==> src/pkg/ext_irq_pkg.sv <==
package ext_irq_pkg;

    localparam int NUM_CH = 6;

    // register indices; byte address is four times the index
    localparam logic [15:0] IDX_EXT_EXT_IRQ_PIN_ONE_CONTROL  = 16'h0fd8;
    localparam logic [15:0] IDX_EXT_EXT_IRQ_PIN_TWO_CONTROL  = 16'h0fd9;
    localparam logic [15:0] IDX_EXT_EXT_IRQ_PIN_THREE_CONTROL  = 16'h0fda;
    localparam logic [15:0] IDX_EXT_EXT_IRQ_PIN_FOUR_CONTROL  = 16'h0fdb;
    localparam logic [15:0] IDX_LOW_POWER_GATE    = 16'h0fe0;
    localparam logic [15:0] IDX_PASS_LEVEL_STATUS = 16'h0fe1;

    // field positions
    localparam int LVL_BIT   = 4;
    localparam int TRIG_LSB  = 2;
    localparam int INTV_LSB  = 0;
    localparam int GATE_BIT  = 0;
    localparam int RSVD_LSB  = 5;
    localparam int RSVD_MSB  = 7;

    // reset values
    localparam logic [7:0] CTRL_RESET = 8'h00;
    localparam logic       GATE_RESET = 1'b0;
    localparam logic       LVL_RESET  = 1'b0;

    // timing
    localparam int GEAR_PERIOD_NS     = 10;
    localparam int LF_DIV_DEFAULT     = 8;
    localparam int SLOW_SAMPLE_LF     = 4;
    localparam int FAST_AGREE_SAMPLES = 3;
    localparam int SLOW_AGREE_SAMPLES = 2;

    typedef enum logic [1:0] {TRIG_RISE, TRIG_FALL, TRIG_BOTH, TRIG_HIGH} trig_sel_t;
    typedef enum logic [1:0] {INTV_GEAR, INTV_DIV4, INTV_DIV8, INTV_DIV16} interval_sel_t;
    typedef enum logic [1:0] {MODE_FULL_SPEED, MODE_LOW_SPEED, MODE_HALTED} power_mode_t;

    typedef struct packed {
        trig_sel_t     trig;
        interval_sel_t interval;
    } chan_cfg_t;

endpackage : ext_irq_pkg

==> src/hw/irq_pin_filter.sv <==
`timescale 1ns/1ns
`default_nettype none
module irq_pin_filter
    import ext_irq_pkg::*;
#(
    parameter bit FIXED_FALL = 1'b0
)(
    input  wire logic      pclk,
    input  wire logic      presetn,
    input  wire logic      pin_async,
    input  wire logic      active,
    input  wire logic      fast_mode,
    input  wire logic      fast_tick,
    input  wire logic      slow_tick,
    input  wire chan_cfg_t cfg,
    output logic           pass_level_q,
    output logic           req_q
);

    logic [2:0] sync_q;
    logic       pin_level_q;
    logic [2:0] smp_q;
    logic [2:0] hist_d;
    logic       tick;
    logic       agree;
    logic       change;

    // pin synchroniser; a change counts once stages two and three agree
    always_ff @(posedge pclk or negedge presetn)
    begin
        if (!presetn)
        begin
            sync_q      <= 3'h0;
            pin_level_q <= 1'b0;
        end
        else
        begin
            sync_q <= {sync_q[1:0], pin_async};
            if (sync_q[2] == sync_q[1])
                pin_level_q <= sync_q[2];
        end
    end

    always_comb
    begin
        tick   = active && (fast_mode ? (FIXED_FALL || fast_tick) : slow_tick);
        hist_d = {smp_q[1:0], pin_level_q};
        if (fast_mode && !FIXED_FALL)
            agree = (hist_d == 3'h7) || (hist_d == 3'h0);
        else
            agree = (hist_d[1] == hist_d[0]);
        change = tick && agree && (hist_d[0] != pass_level_q);
    end

    always_ff @(posedge pclk or negedge presetn)
    begin
        if (!presetn)
        begin
            smp_q        <= 3'h0;
            pass_level_q <= 1'b0;
        end
        else if (tick)
        begin
            smp_q <= hist_d;
            if (agree)
                pass_level_q <= hist_d[0];
        end
    end

    // request generation on the filtered signal
    always_ff @(posedge pclk or negedge presetn)
    begin
        if (!presetn)
            req_q <= 1'b0;
        else if (!active)
            req_q <= 1'b0;
        else if (FIXED_FALL)
            req_q <= change && pass_level_q;
        else
            case (cfg.trig)
                TRIG_RISE: req_q <= change && !pass_level_q;
                TRIG_FALL: req_q <= change && pass_level_q;
                TRIG_BOTH: req_q <= change;
                // level request moves with the filtered level, so the captured level agrees
                default:   req_q <= (tick && agree) ? hist_d[0] : pass_level_q;
            endcase
    end
endmodule : irq_pin_filter
`default_nettype wire

==> src/hw/ext_irq_edge_noise_filter.sv <==
// Contract
// ch4 control bit 4 is read-only, returns filtered level at last request.
// captured level is refreshed on every request, showing which edge fired.
// ch4 trigger field selects rising, falling, both edges or high level.
// full-speed sampling interval is gear clock divided by 1, 4, 8 or 16.
// slow modes reject pulses under 4 low-frequency periods, accept 8 or more.
// bits 7 to 5 of the ch4 control register read zero.
// channels 0 and 5 are fixed falling edge with fixed noise rejection.
// channels 1 to 4 configurable; only ch4 has high-level trigger.
// channels 0 and 5 at full speed reject under 1, accept 2 gear periods; the code accepts from 2, the synchroniser rejecting 1.
// channels 1 to 4 reject under 2 intervals, accept 3 intervals plus 1.
// clock gate bit 0 stops the logic; no external requests occur.
// clock gate bit resets to 0.
// software sets the clock gate before writing any control register.
// a ch4 control write may cause a spurious request; mask it first.
// toggling the clock gate may cause a spurious request; mask it first.
// after entering slow mode, wait 12 low-frequency periods, clear the latch.
// after leaving slow mode, wait 2 gear plus 3 intervals, clear the latch.
// mask the request before changing operating mode.
// full-speed configurable channel needs three consecutive agreeing samples.
// slow modes sample at low-frequency clock over 4, two samples agree.
// deep idle, deep sleep and stop halt sampling and requests.
// each pin is synchronised by flip-flops before the noise canceller.
// writes to read-only and reserved bits are ignored.
//
// The APB interface to the registers was left to the implementer.
`timescale 1ns/1ns
`default_nettype none
module ext_irq_edge_noise_filter
    import ext_irq_pkg::*;
#(
    parameter int unsigned LF_DIV = LF_DIV_DEFAULT
)(
    input  wire logic        pclk,
    input  wire logic        presetn,
    input  wire logic        psel,
    input  wire logic        penable,
    input  wire logic        pwrite,
    input  wire logic [15:0] paddr,
    input  wire logic [31:0] pwdata,
    output logic      [31:0] prdata,
    output logic             pready,
    output logic             pslverr,
    input  wire power_mode_t power_mode,
    input  wire logic        ext_irq_pin_zero,
    input  wire logic        ext_irq_pin_one,
    input  wire logic        ext_irq_pin_two,
    input  wire logic        ext_irq_pin_three,
    input  wire logic        ext_irq_pin_four,
    input  wire logic        ext_irq_pin_five,
    output logic [NUM_CH-1:0] irq_req
);

    localparam int LFW = (LF_DIV > 2) ? $clog2(LF_DIV) : 1;

    if (LF_DIV < 2)
    begin : g_div_check
        $error("LF_DIV must be at least 2");
    end

    localparam logic [15:0] ADDR_CTRL1  = {IDX_EXT_EXT_IRQ_PIN_ONE_CONTROL[13:0], 2'b00};
    localparam logic [15:0] ADDR_CTRL2  = {IDX_EXT_EXT_IRQ_PIN_TWO_CONTROL[13:0], 2'b00};
    localparam logic [15:0] ADDR_CTRL3  = {IDX_EXT_EXT_IRQ_PIN_THREE_CONTROL[13:0], 2'b00};
    localparam logic [15:0] ADDR_CTRL4  = {IDX_EXT_EXT_IRQ_PIN_FOUR_CONTROL[13:0], 2'b00};
    localparam logic [15:0] ADDR_GATE   = {IDX_LOW_POWER_GATE[13:0], 2'b00};
    localparam logic [15:0] ADDR_STATUS = {IDX_PASS_LEVEL_STATUS[13:0], 2'b00};

    logic [NUM_CH-1:0] pins;
    logic [NUM_CH-1:0] pass_level;
    logic [NUM_CH-1:0] fast_tick;
    chan_cfg_t         cfg      [NUM_CH];
    chan_cfg_t         ctrl_q   [1:4];
    logic [4:1]        lvl_q;
    logic              gate_q;
    logic              active;
    logic              fast_mode;
    logic [LFW-1:0]    lf_cnt_q;
    logic [1:0]        slow_cnt_q;
    logic              slow_tick;
    logic [3:0]        gear_cnt_q;
    logic              setup;
    logic              wr_strobe;
    logic              hit;
    logic [2:0]        ctrl_sel;
    logic [31:0]       rd_d;

    assign pins = {ext_irq_pin_five, ext_irq_pin_four, ext_irq_pin_three,
                   ext_irq_pin_two, ext_irq_pin_one, ext_irq_pin_zero};

    // gate and mode decide whether the sampling logic runs
    assign active    = gate_q && (power_mode != MODE_HALTED);
    assign fast_mode = (power_mode == MODE_FULL_SPEED);

    // low-frequency clock as an enable, then divided by four for slow sampling
    always_ff @(posedge pclk or negedge presetn)
    begin
        if (!presetn)
        begin
            lf_cnt_q   <= '0;
            slow_cnt_q <= 2'h0;
        end
        else if (active)
        begin
            if (lf_cnt_q == LFW'(LF_DIV - 1))
            begin
                lf_cnt_q   <= '0;
                slow_cnt_q <= slow_cnt_q + 2'h1;
            end
            else
                lf_cnt_q <= lf_cnt_q + LFW'(1);
        end
    end

    assign slow_tick = active && (lf_cnt_q == LFW'(LF_DIV - 1)) &&
                       (slow_cnt_q == 2'(SLOW_SAMPLE_LF - 1));

    // gear clock divider for the selectable sampling interval
    always_ff @(posedge pclk or negedge presetn)
    begin
        if (!presetn)
            gear_cnt_q <= 4'h0;
        else if (active)
            gear_cnt_q <= gear_cnt_q + 4'h1;
    end

    genvar i;
    generate
        for (i = 0; i < NUM_CH; i++)
        begin : g_ch
            if (i == 0 || i == NUM_CH - 1)
            begin : g_fixed
                assign cfg[i]       = '{trig: TRIG_FALL, interval: INTV_GEAR};
                assign fast_tick[i] = 1'b1;
            end
            else
            begin : g_cfg
                always_comb
                begin
                    cfg[i] = ctrl_q[i];
                    if (i != 4 && ctrl_q[i].trig == TRIG_HIGH)
                        cfg[i].trig = TRIG_BOTH; // reserved code; channel is held inactive
                    case (ctrl_q[i].interval)
                        INTV_GEAR: fast_tick[i] = 1'b1;
                        INTV_DIV4: fast_tick[i] = (gear_cnt_q[1:0] == 2'h0);
                        INTV_DIV8: fast_tick[i] = (gear_cnt_q[2:0] == 3'h0);
                        default:   fast_tick[i] = (gear_cnt_q == 4'h0);
                    endcase
                end
            end

            irq_pin_filter #(
                .FIXED_FALL (i == 0 || i == NUM_CH - 1)
            ) u_filter (
                .pclk         (pclk),
                .presetn      (presetn),
                .pin_async    (pins[i]),
                .active       (active && !(i != 4 && i != 0 && i != NUM_CH - 1 &&
                                           ctrl_q[(i % 4) + ((i == 0) ? 1 : 0)].trig
                                           == TRIG_HIGH)),
                .fast_mode    (fast_mode),
                .fast_tick    (fast_tick[i]),
                .slow_tick    (slow_tick),
                .cfg          (cfg[i]),
                .pass_level_q (pass_level[i]),
                .req_q        (irq_req[i])
            );
        end
    endgenerate

    // apb slave: one wait-free access, answered registered
    assign setup     = psel && !penable;
    assign wr_strobe = psel && penable && pready && pwrite && hit;

    always_comb
    begin
        hit      = 1'b1;
        ctrl_sel = 3'h0;
        rd_d     = 32'h0000_0000;
        if (paddr == ADDR_CTRL1)
            ctrl_sel = 3'h1;
        else if (paddr == ADDR_CTRL2)
            ctrl_sel = 3'h2;
        else if (paddr == ADDR_CTRL3)
            ctrl_sel = 3'h3;
        else if (paddr == ADDR_CTRL4)
            ctrl_sel = 3'h4;
        else if (paddr == ADDR_GATE)
            rd_d[GATE_BIT] = gate_q;
        else if (paddr == ADDR_STATUS)
            rd_d[NUM_CH-1:0] = pass_level;
        else
            hit = 1'b0;
        if (ctrl_sel != 3'h0)
        begin
            rd_d[LVL_BIT]              = lvl_q[ctrl_sel];
            rd_d[TRIG_LSB+1:TRIG_LSB]  = ctrl_q[ctrl_sel].trig;
            rd_d[INTV_LSB+1:INTV_LSB]  = ctrl_q[ctrl_sel].interval;
            rd_d[RSVD_MSB:RSVD_LSB]    = 3'h0;
        end
    end

    always_ff @(posedge pclk or negedge presetn)
    begin
        if (!presetn)
        begin
            pready  <= 1'b0;
            pslverr <= 1'b0;
            prdata  <= 32'h0000_0000;
        end
        else
        begin
            pready  <= setup;
            pslverr <= setup && !hit;
            if (setup && !pwrite)
                prdata <= rd_d;
        end
    end

    always_ff @(posedge pclk or negedge presetn)
    begin
        if (!presetn)
            gate_q <= GATE_RESET;
        else if (wr_strobe && paddr == ADDR_GATE)
            gate_q <= pwdata[GATE_BIT];
    end

    // only trigger and interval are writable; level and reserved bits ignored
    always_ff @(posedge pclk or negedge presetn)
    begin
        if (!presetn)
        begin
            for (int c = 1; c <= 4; c++)
                ctrl_q[c] <= chan_cfg_t'(CTRL_RESET[3:0]);
        end
        else if (wr_strobe && ctrl_sel != 3'h0)
        begin
            ctrl_q[ctrl_sel].trig     <= trig_sel_t'(pwdata[TRIG_LSB+1:TRIG_LSB]);
            ctrl_q[ctrl_sel].interval <= interval_sel_t'(pwdata[INTV_LSB+1:INTV_LSB]);
        end
    end

    // captured filtered level, refreshed at every request
    always_ff @(posedge pclk or negedge presetn)
    begin
        if (!presetn)
            lvl_q <= {4{LVL_RESET}};
        else
        begin
            for (int c = 1; c <= 4; c++)
                if (irq_req[c])
                    lvl_q[c] <= pass_level[c];
        end
    end
endmodule : ext_irq_edge_noise_filter
`default_nettype wire

==> config.mk <==
export PLATFORM = sky130hd
export DESIGN_NAME = ext_irq_edge_noise_filter
export DESIGN_NICKNAME = d
export VERILOG_FILES = /design/src/pkg/ext_irq_pkg.sv /design/src/hw/irq_pin_filter.sv /design/src/hw/ext_irq_edge_noise_filter.sv
export SDC_FILE = /design/constraint.sdc
export NUM_CORES = 1
export LEC_CHECK = 0
export BUFFER_PORTS_ARGS = -buffer_cell sky130_fd_sc_hd__buf_2
export CORE_ASPECT_RATIO = 0.5
export CORE_MARGIN = 1
export CORE_UTILIZATION = 35
export DETAILED_ROUTE_END_ITERATION = 12
export SYNTH_ARGS = -nofsm -noshare
export SYNTH_HDL_FRONTEND = slang
export SYNTH_SLANG_ARGS = --single-unit
export TNS_END_PERCENT = 30
==> constraint.sdc <==
create_clock -name pclk -period 2.05 [get_ports pclk]
set_input_delay 0.3075 -clock pclk [delete_from_list [all_inputs] [get_ports pclk]]
set_output_delay 0.3075 -clock pclk [all_outputs]
set_load 0.1 [all_outputs]
# --- Word level (Yosys, flattened, before mapping) ---
# Cells that the tools add are included.
totals:
  regBits: 86
  elab_cells: 247
op_classes:
  bitwise_logic: 1
  magnitude_cmp: 3
  muxes: 60
  n_reduce_logical: 81
  addsub: 3
  n_eq_ne: 50
op_table:
  columns: ["cell", "n"]
  rows:
  - ["$eq 16x14->1 const B", 6]
  - ["$logic_and 1x1->1", 43]
  - ["$mux 6", 6]
  - ["$bwmux 16", 2]
  - ["$mux 1", 27]
  - ["$demux 4 s3", 2]
  - ["$eq 2x2->1 const B", 12]
  - ["$pmux 1 s3", 8]
  - ["$logic_not 2->1", 10]
  - ["$eq 2x1->1 const B", 8]
  - ["$eq 3x3->1 const B", 5]
  - ["$logic_not 3->1", 5]
  - ["$mux 3", 5]
  - ["$reduce_and 2->1", 7]
  - ["$bmux 4 s3", 1]
  - ["$eq 1x1->1", 12]
  - ["$mux 4", 3]
  - ["$logic_not 1->1", 10]
  - ["$mux 2", 4]
  - ["$ne 1x1->1", 6]
  - ["$mux 5", 1]
  - ["$add 4x1->4 const B", 1]
  - ["$ge 4x4->1 const B", 1]
  - ["$logic_not 4->1", 1]
  - ["other kinds (9)", 12]

# --- Longest topological paths before layout ---
logic_depth:
  depth_word: 12
  depth_mapped: 8
  mapped_depth_nobuf: 7

# --- Cells and area by module ---
# Synthesis repeated with hierarchy kept, for this count alone.
unflattened:
  cells_unflattened: 366
  hier_area_um2: 4211.5
by_module_without_submodules:
  columns: ["mod", "instances", "cells_per_inst", "area_per_inst_um2", "seq_area_each_um2"]
  rows:
  - ["ext_irq_edge_noise_filter", 1, 214, 2242.2, 950.9]
  - ["irq_pin_filter at g_ch[1].u_filter ...", 4, 31, 371.6, 200.2]
  - ["irq_pin_filter at g_ch[0].u_filter ...", 2, 14, 241.5, 175.2]

# --- Worst setup path after synthesis ---
# No wires, ideal clock.
synth_path:
  path_kind: "input-to-reg"
  start: "input port paddr[5]"
  end: "register gate_q"
  cell_stages: 4
  setup_ns: 0.125
  setup_slack_ns: 0.048
  n_path_buf: 0
  arrival_ns: 1.877
  path_cell_list: "or4b_2 -> or2_2 -> nor4_1 -> mux2_2"
synth_between:
  elab_chain_cells: 9
  word_cells_on_any_way: 14
  cone_classes: "6 x eq/ne; 6 x mux; 2 x reduce/logical"
synth_lines:
  columns: ["element", "line", "source"]
  rows:
  - ["start, declared", "ext_irq_edge_noise_filter.sv:39", "input wire logic [15:0] paddr,"]
  - ["$eq 16x14->1", "ext_irq_edge_noise_filter.sv:189", "else if (paddr == ADDR_STATUS)"]
  - ["$mux 1", "ext_irq_edge_noise_filter.sv:189", null]
  - ["$mux 1", "ext_irq_edge_noise_filter.sv:187", "else if (paddr == ADDR_GATE)"]
  - ["$mux 1", "ext_irq_edge_noise_filter.sv:185", "else if (paddr == ADDR_CTRL4)"]
  - ["$mux 1", "ext_irq_edge_noise_filter.sv:183", "else if (paddr == ADDR_CTRL3)"]
  - ["$mux 1", "ext_irq_edge_noise_filter.sv:181", "else if (paddr == ADDR_CTRL2)"]
  - ["$mux 1", "ext_irq_edge_noise_filter.sv:179", "if (paddr == ADDR_CTRL1)"]
  - ["$logic_and 1x1->1", "ext_irq_edge_noise_filter.sv:172", "assign wr_strobe = psel && penable && pready && pwrite && hit;"]
  - ["$logic_and 1x1->1 *", "ext_irq_edge_noise_filter.sv:223", "else if (wr_strobe && paddr == ADDR_GATE)"]
  - ["end signal, assigned", "ext_irq_edge_noise_filter.sv:224", "gate_q <= pwdata[GATE_BIT];"]
  - ["end, declared", "ext_irq_edge_noise_filter.sv:74", "logic gate_q;"]
# Mark *: on every way between the ends. The rest lies on a longest branch, timed or not.
# A chain may end at the register's enable or synchronous reset.

# --- Worst setup path after layout ---
layout_path:
  start: "register lf_cnt_q[0]"
  end: "register g_ch[3].u_filter.pass_level_q"
layout_between:
  elab_chain_cells: 6
layout_lines:
  columns: ["element", "line", "source"]
  rows:
  - ["start, declared", "ext_irq_edge_noise_filter.sv:77", "logic [LFW-1:0] lf_cnt_q;"]
  - ["start signal, assigned", "ext_irq_edge_noise_filter.sv:110", "lf_cnt_q <= lf_cnt_q + LFW'(1);"]
  - ["$eq 3x3->1", "ext_irq_edge_noise_filter.sv:114", "assign slow_tick = active && (lf_cnt_q == LFW'(LF_DIV - 1)) &&"]
  - ["$logic_and 1x1->1 (2 in a row)", "ext_irq_edge_noise_filter.sv:114", null]
  - ["$mux 1", "irq_pin_filter.sv:46", "tick = active && (fast_mode ? (FIXED_FALL || fast_tick) : slow_tick);"]
  - ["$logic_and 1x1->1", "irq_pin_filter.sv:46", null]
  - ["$reduce_and 2->1 (no source line)", null, null]
  - ["end signal, assigned", "irq_pin_filter.sv:66", "pass_level_q <= hist_d[0];"]
  - ["end, declared", "irq_pin_filter.sv:16", "output logic pass_level_q,"]
# Every way passes these cells.

==> metrics.csv <==
stage,metric,value,unit
worst_setup_path,CP Data Required Time,2.27,ns
global_routing,largest net degree at the start of global routing,53,
place,Final GP Congestion,0.8004,
place,Placed Instance Area,0.004400,mm²
pwr,Internal,2.724,mW
worst_setup_path,Critical Path AT,2.10,ns
pwr,Comb pwr share,10.4,%
pwr,Switching Fraction,27.26,%
global_routing,first-pass GRT wire length,12.94,mm
worst_setup_path,startpoint class of the critical path,flop,
pwr,P per Cell Area,795.1,mW/mm²
synthesis,asr flop ratio synth,100.0,%
sta,Setup Skew,0.009085,ns
worst_setup_path,CP peak stage delay,0.40,ns
finish,Layout area overhead,18.07,%
synthesis,Synth cell types,43,
global_routing,number of global-route vias before repair,2470,
clocking,Max H-tree Level,3,
route,Antenna Nets Post-Route,0,
pwr,clock power share,43.9,%
synthesis,Synth Area per Inst,11.36,µm²
flow_run,max_cap viols,0,
worst_setup_path,slowest CP cell,dfrtp_1,
hold_path,hold crit path type,input pin to asynchronous set/reset pin,
clocking,total setup buffers inserted after CTS,0,
clocking,clk_lat worst skew,0.34,ns
clocking,"Reg clk slew, reported paths",0.06,ns
finish,share of cells above drive strength 1,29.22,%
place,port bufs,46,
worst_setup_path,critical-path cell list,ha_1 > ha_1 > nand4_1 > nand2b_1 > o211a_1 > nand3_1 > mux2_2,
finish,fin area,0.004710,mm²
sta,"Period Utilization, post-route",91.85,%
sta,Max Slew Vio Count,0,
synthesis,"EDFF count, synth",0,
synthesis,Syn Inst Count,351,
route,DR iter-0 viols,110,
place,post-DP HPWL,5.655,mm
sta,fin crit period,1.883,ns
pwr,net switching power,1.021,mW
route,vias post-DR,2616,
synthesis,Synth area leader,dfrtp_1,
pwr,Peak VDD IR,0.4046,mV
clocking,CTS buffer count,9,
floorplanning,die extent in x,153.0,µm
route,DRC viols,0,
synthesis,area share of the largest cell type after synthesis,52.70,%
route,WL final,7.572,mm
global_routing,initial antenna violation count,0,
place,Setup WS pre-CTS,-0.1748,ns
finish,"most common cell after layout, fill and taps aside",dfrtp_1,
worst_setup_path,critical path's most frequent cell,ha_1,
clocking,Longest Clk Path Bufs,2,
sta,Max Fclk,531.1,MHz
worst_setup_path,critical path peak fanout,5,
synthesis,main area contributors after synthesis,"dfrtp_1 (53%), mux2_2 (9.3%), buf_4 (6.0%)",
finish,nets@finish,490,
floorplanning,Starting Density,36.11,%
floorplanning,Core ar.,0.01105,mm²
floorplanning,IO Pins,101,
sta,Final WS setup,0.1670,ns
route,wire per inst,13.38,µm
finish,final core occ,42.63,%
worst_setup_path,CP bufs+invs,0,
pwr,Reg power frac,45.7,%
pwr,Pleak,2.381,nW
worst_setup_path,Setup CP Type,flop to flop,
floorplanning,die height,77.49,µm
sta,unrepaired setup endpoints after global routing,no,
sta,Worst Tran Pin Value,0.6713,ns
global_routing,Total GRT Usage,14.15,%
floorplanning,die area,0.01185,mm²
worst_setup_path,critical path endpoint category,flop,
synthesis,Synth Cell Area,0.003989,mm²
finish,n_diodes,0,
clocking,CTS root buffer,clkbuf_16,
worst_setup_path,CP top delay family,adder cells,
route,router iterations before antenna repair,4,
synthesis,register area share after synthesis,52.70,%
sta,Hold Fails Final Rpt,0,
clocking,hold-fix buffers at CTS,0,
sta,relative slew slack,55.25,%
synthesis,synth warn,0,
floorplanning,num rows,27,
finish,most frequent cells in the layout,"dfrtp_1 (84), buf_2 (45), nand2_1 (33), mux2_2 (33), conb_1 (26)",
status,status,"finished, final reports clean",
finish,# fillers,1052,
sta,final setup violation count,0,
route,vias per cell,4.622,
clocking,post-cts sizing count,0,
synthesis,synthesis-stage register bit count,84,
clocking,CTS tree,built,
synthesis,leading register cell type out of synthesis,dfrtp_1,
global_routing,grt ovf,0,
clocking,Sink Count,84,
synth_stat cells, drive strengths merged (3+ instances only):
cell type / count
mux2i: 4
buf: 32
xor2: 4
o22ai: 4
maj3: 6
nand4: 6
nand3: 5
o31ai: 4
o211a: 3
a21oi: 6
nor2: 11
clkbuf: 5
o21ai: 20
mux2: 33
inv: 16
nand2b: 8
nor2b: 9
nand2: 33
xnor2: 4
dfrtp: 84
a31oi: 8
nor3: 11
ha: 13
cell families (layout without fill, tap and decap cells):
family / after synthesis / after routing / synth area share [%]
AND/OR/NAND/NOR: 96 / 96 / 12.83
flip-flops: 84 / 84 / 52.70
buffers and inverters: 53 / 98 / 7.999
AO/OA/AOI/OAI: 52 / 52 / 8.156
multiplexers: 38 / 38 / 10.88
adder cells (fa/ha/maj): 19 / 19 / 5.584
XOR/XNOR: 8 / 8 / 1.756
other: 1 / 26 / 0.09401
worst paths after layout:
check | from | endpoint | slack (ns) | cells past startpoint
max reg2reg | lf_cnt_q[0]$_DFFE_PN0P_ | g_ch[3].u_filter.pass_level_q$_DFFE_PN0P_ | 0.17 | 7
max | lf_cnt_q[0]$_DFFE_PN0P_ | g_ch[3].u_filter.pass_level_q$_DFFE_PN0P_ | 0.17 | 7
min | presetn | pready$_DFF_PN0_ | 0.005 | 1
min in group pclk | ext_irq_pin_two | g_ch[2].u_filter.sync_q[0]$_DFF_PN0_ | 0.07 | 1
max in group asynchronous | presetn | g_ch[4].u_filter.smp_q[1]$_DFFE_PN0P_ | 1.45 | 2
min reg2reg | g_ch[3].u_filter.sync_q[0]$_DFF_PN0_ | g_ch[3].u_filter.sync_q[1]$_DFF_PN0_ | 0.35 | 0
layout make-up:
| cell class | count | area, µm² | share of cell area [%] |
|---|---|---|---|
| Inverter | 16 | 60.06 | 1.275 |
| Timing Repair Buffer | 66 | 395.4 | 8.395 |
| Sequential cell | 84 | 2102 | 44.63 |
| Clock buffer | 9 | 225.2 | 4.782 |
| Clock inverter | 7 | 83.83 | 1.780 |
| Multi-Input combinational cell | 239 | 1662 | 35.28 |
| Tap cell | 145 | 181.4 | 3.852 |
metrics by stage:
stage	instances	setup TNS (ns)	hold slack [ns]	total power [mW]
2_1_floorplan	376	0	0.01191	2.062
3_3_place_gp	550	-1.587	0.3320	2.131
3_5_place_dp	550	-1.665	0.3356	2.136
4_1_cts	566	0	0.02751	3.803
5_1_grt	566	0	0.05045	3.895
6_report	566	0	0.005016	3.745
routing by layer:
| layer | vias to the layer above | routed length [µm] | global-route usage (%) |
|---|---|---|---|
| met3 | 8 | 279 | 4.358 |
| met1 | 1254 | 3865 | 19.65 |
| met4 | 0 | 83 | 4.242 |
| li1 | 1300 | - | - |
| met2 | 54 | 3343 | 21.15 |
| met5 | - | 0 | 0 |
flip-flops by register name, summed over array words and instances, names as in the netlist:
| signal | flops |
|---|---|
| cfg | 10 |
| ctrl_q | 6 |
| g_ch.u_filter.pass_level_q | 6 |
| g_ch.u_filter.pin_level_q | 6 |
| g_ch.u_filter.req_q | 6 |
| g_ch.u_filter.smp_q | 10 |
| g_ch.u_filter.sync_q | 18 |
| gate_q | 1 |
| gear_cnt_q | 4 |
| lf_cnt_q | 3 |
| lvl_q | 4 |
| prdata | 6 |
| pready | 1 |
| pslverr | 1 |
| slow_cnt_q | 2 |
power by group through the flow:
stage                     clock network (mW)  logic, mW  registers (mW)
final                                   1.64      0.391            1.71
after global routing                    1.76      0.419            1.72
after CTS                               1.70      0.394            1.71
after detailed placement                   0      0.393            1.74
after global placement                     0      0.390            1.74
after floorplan                            0      0.310            1.75
Power figures use the tool's default switching activity.
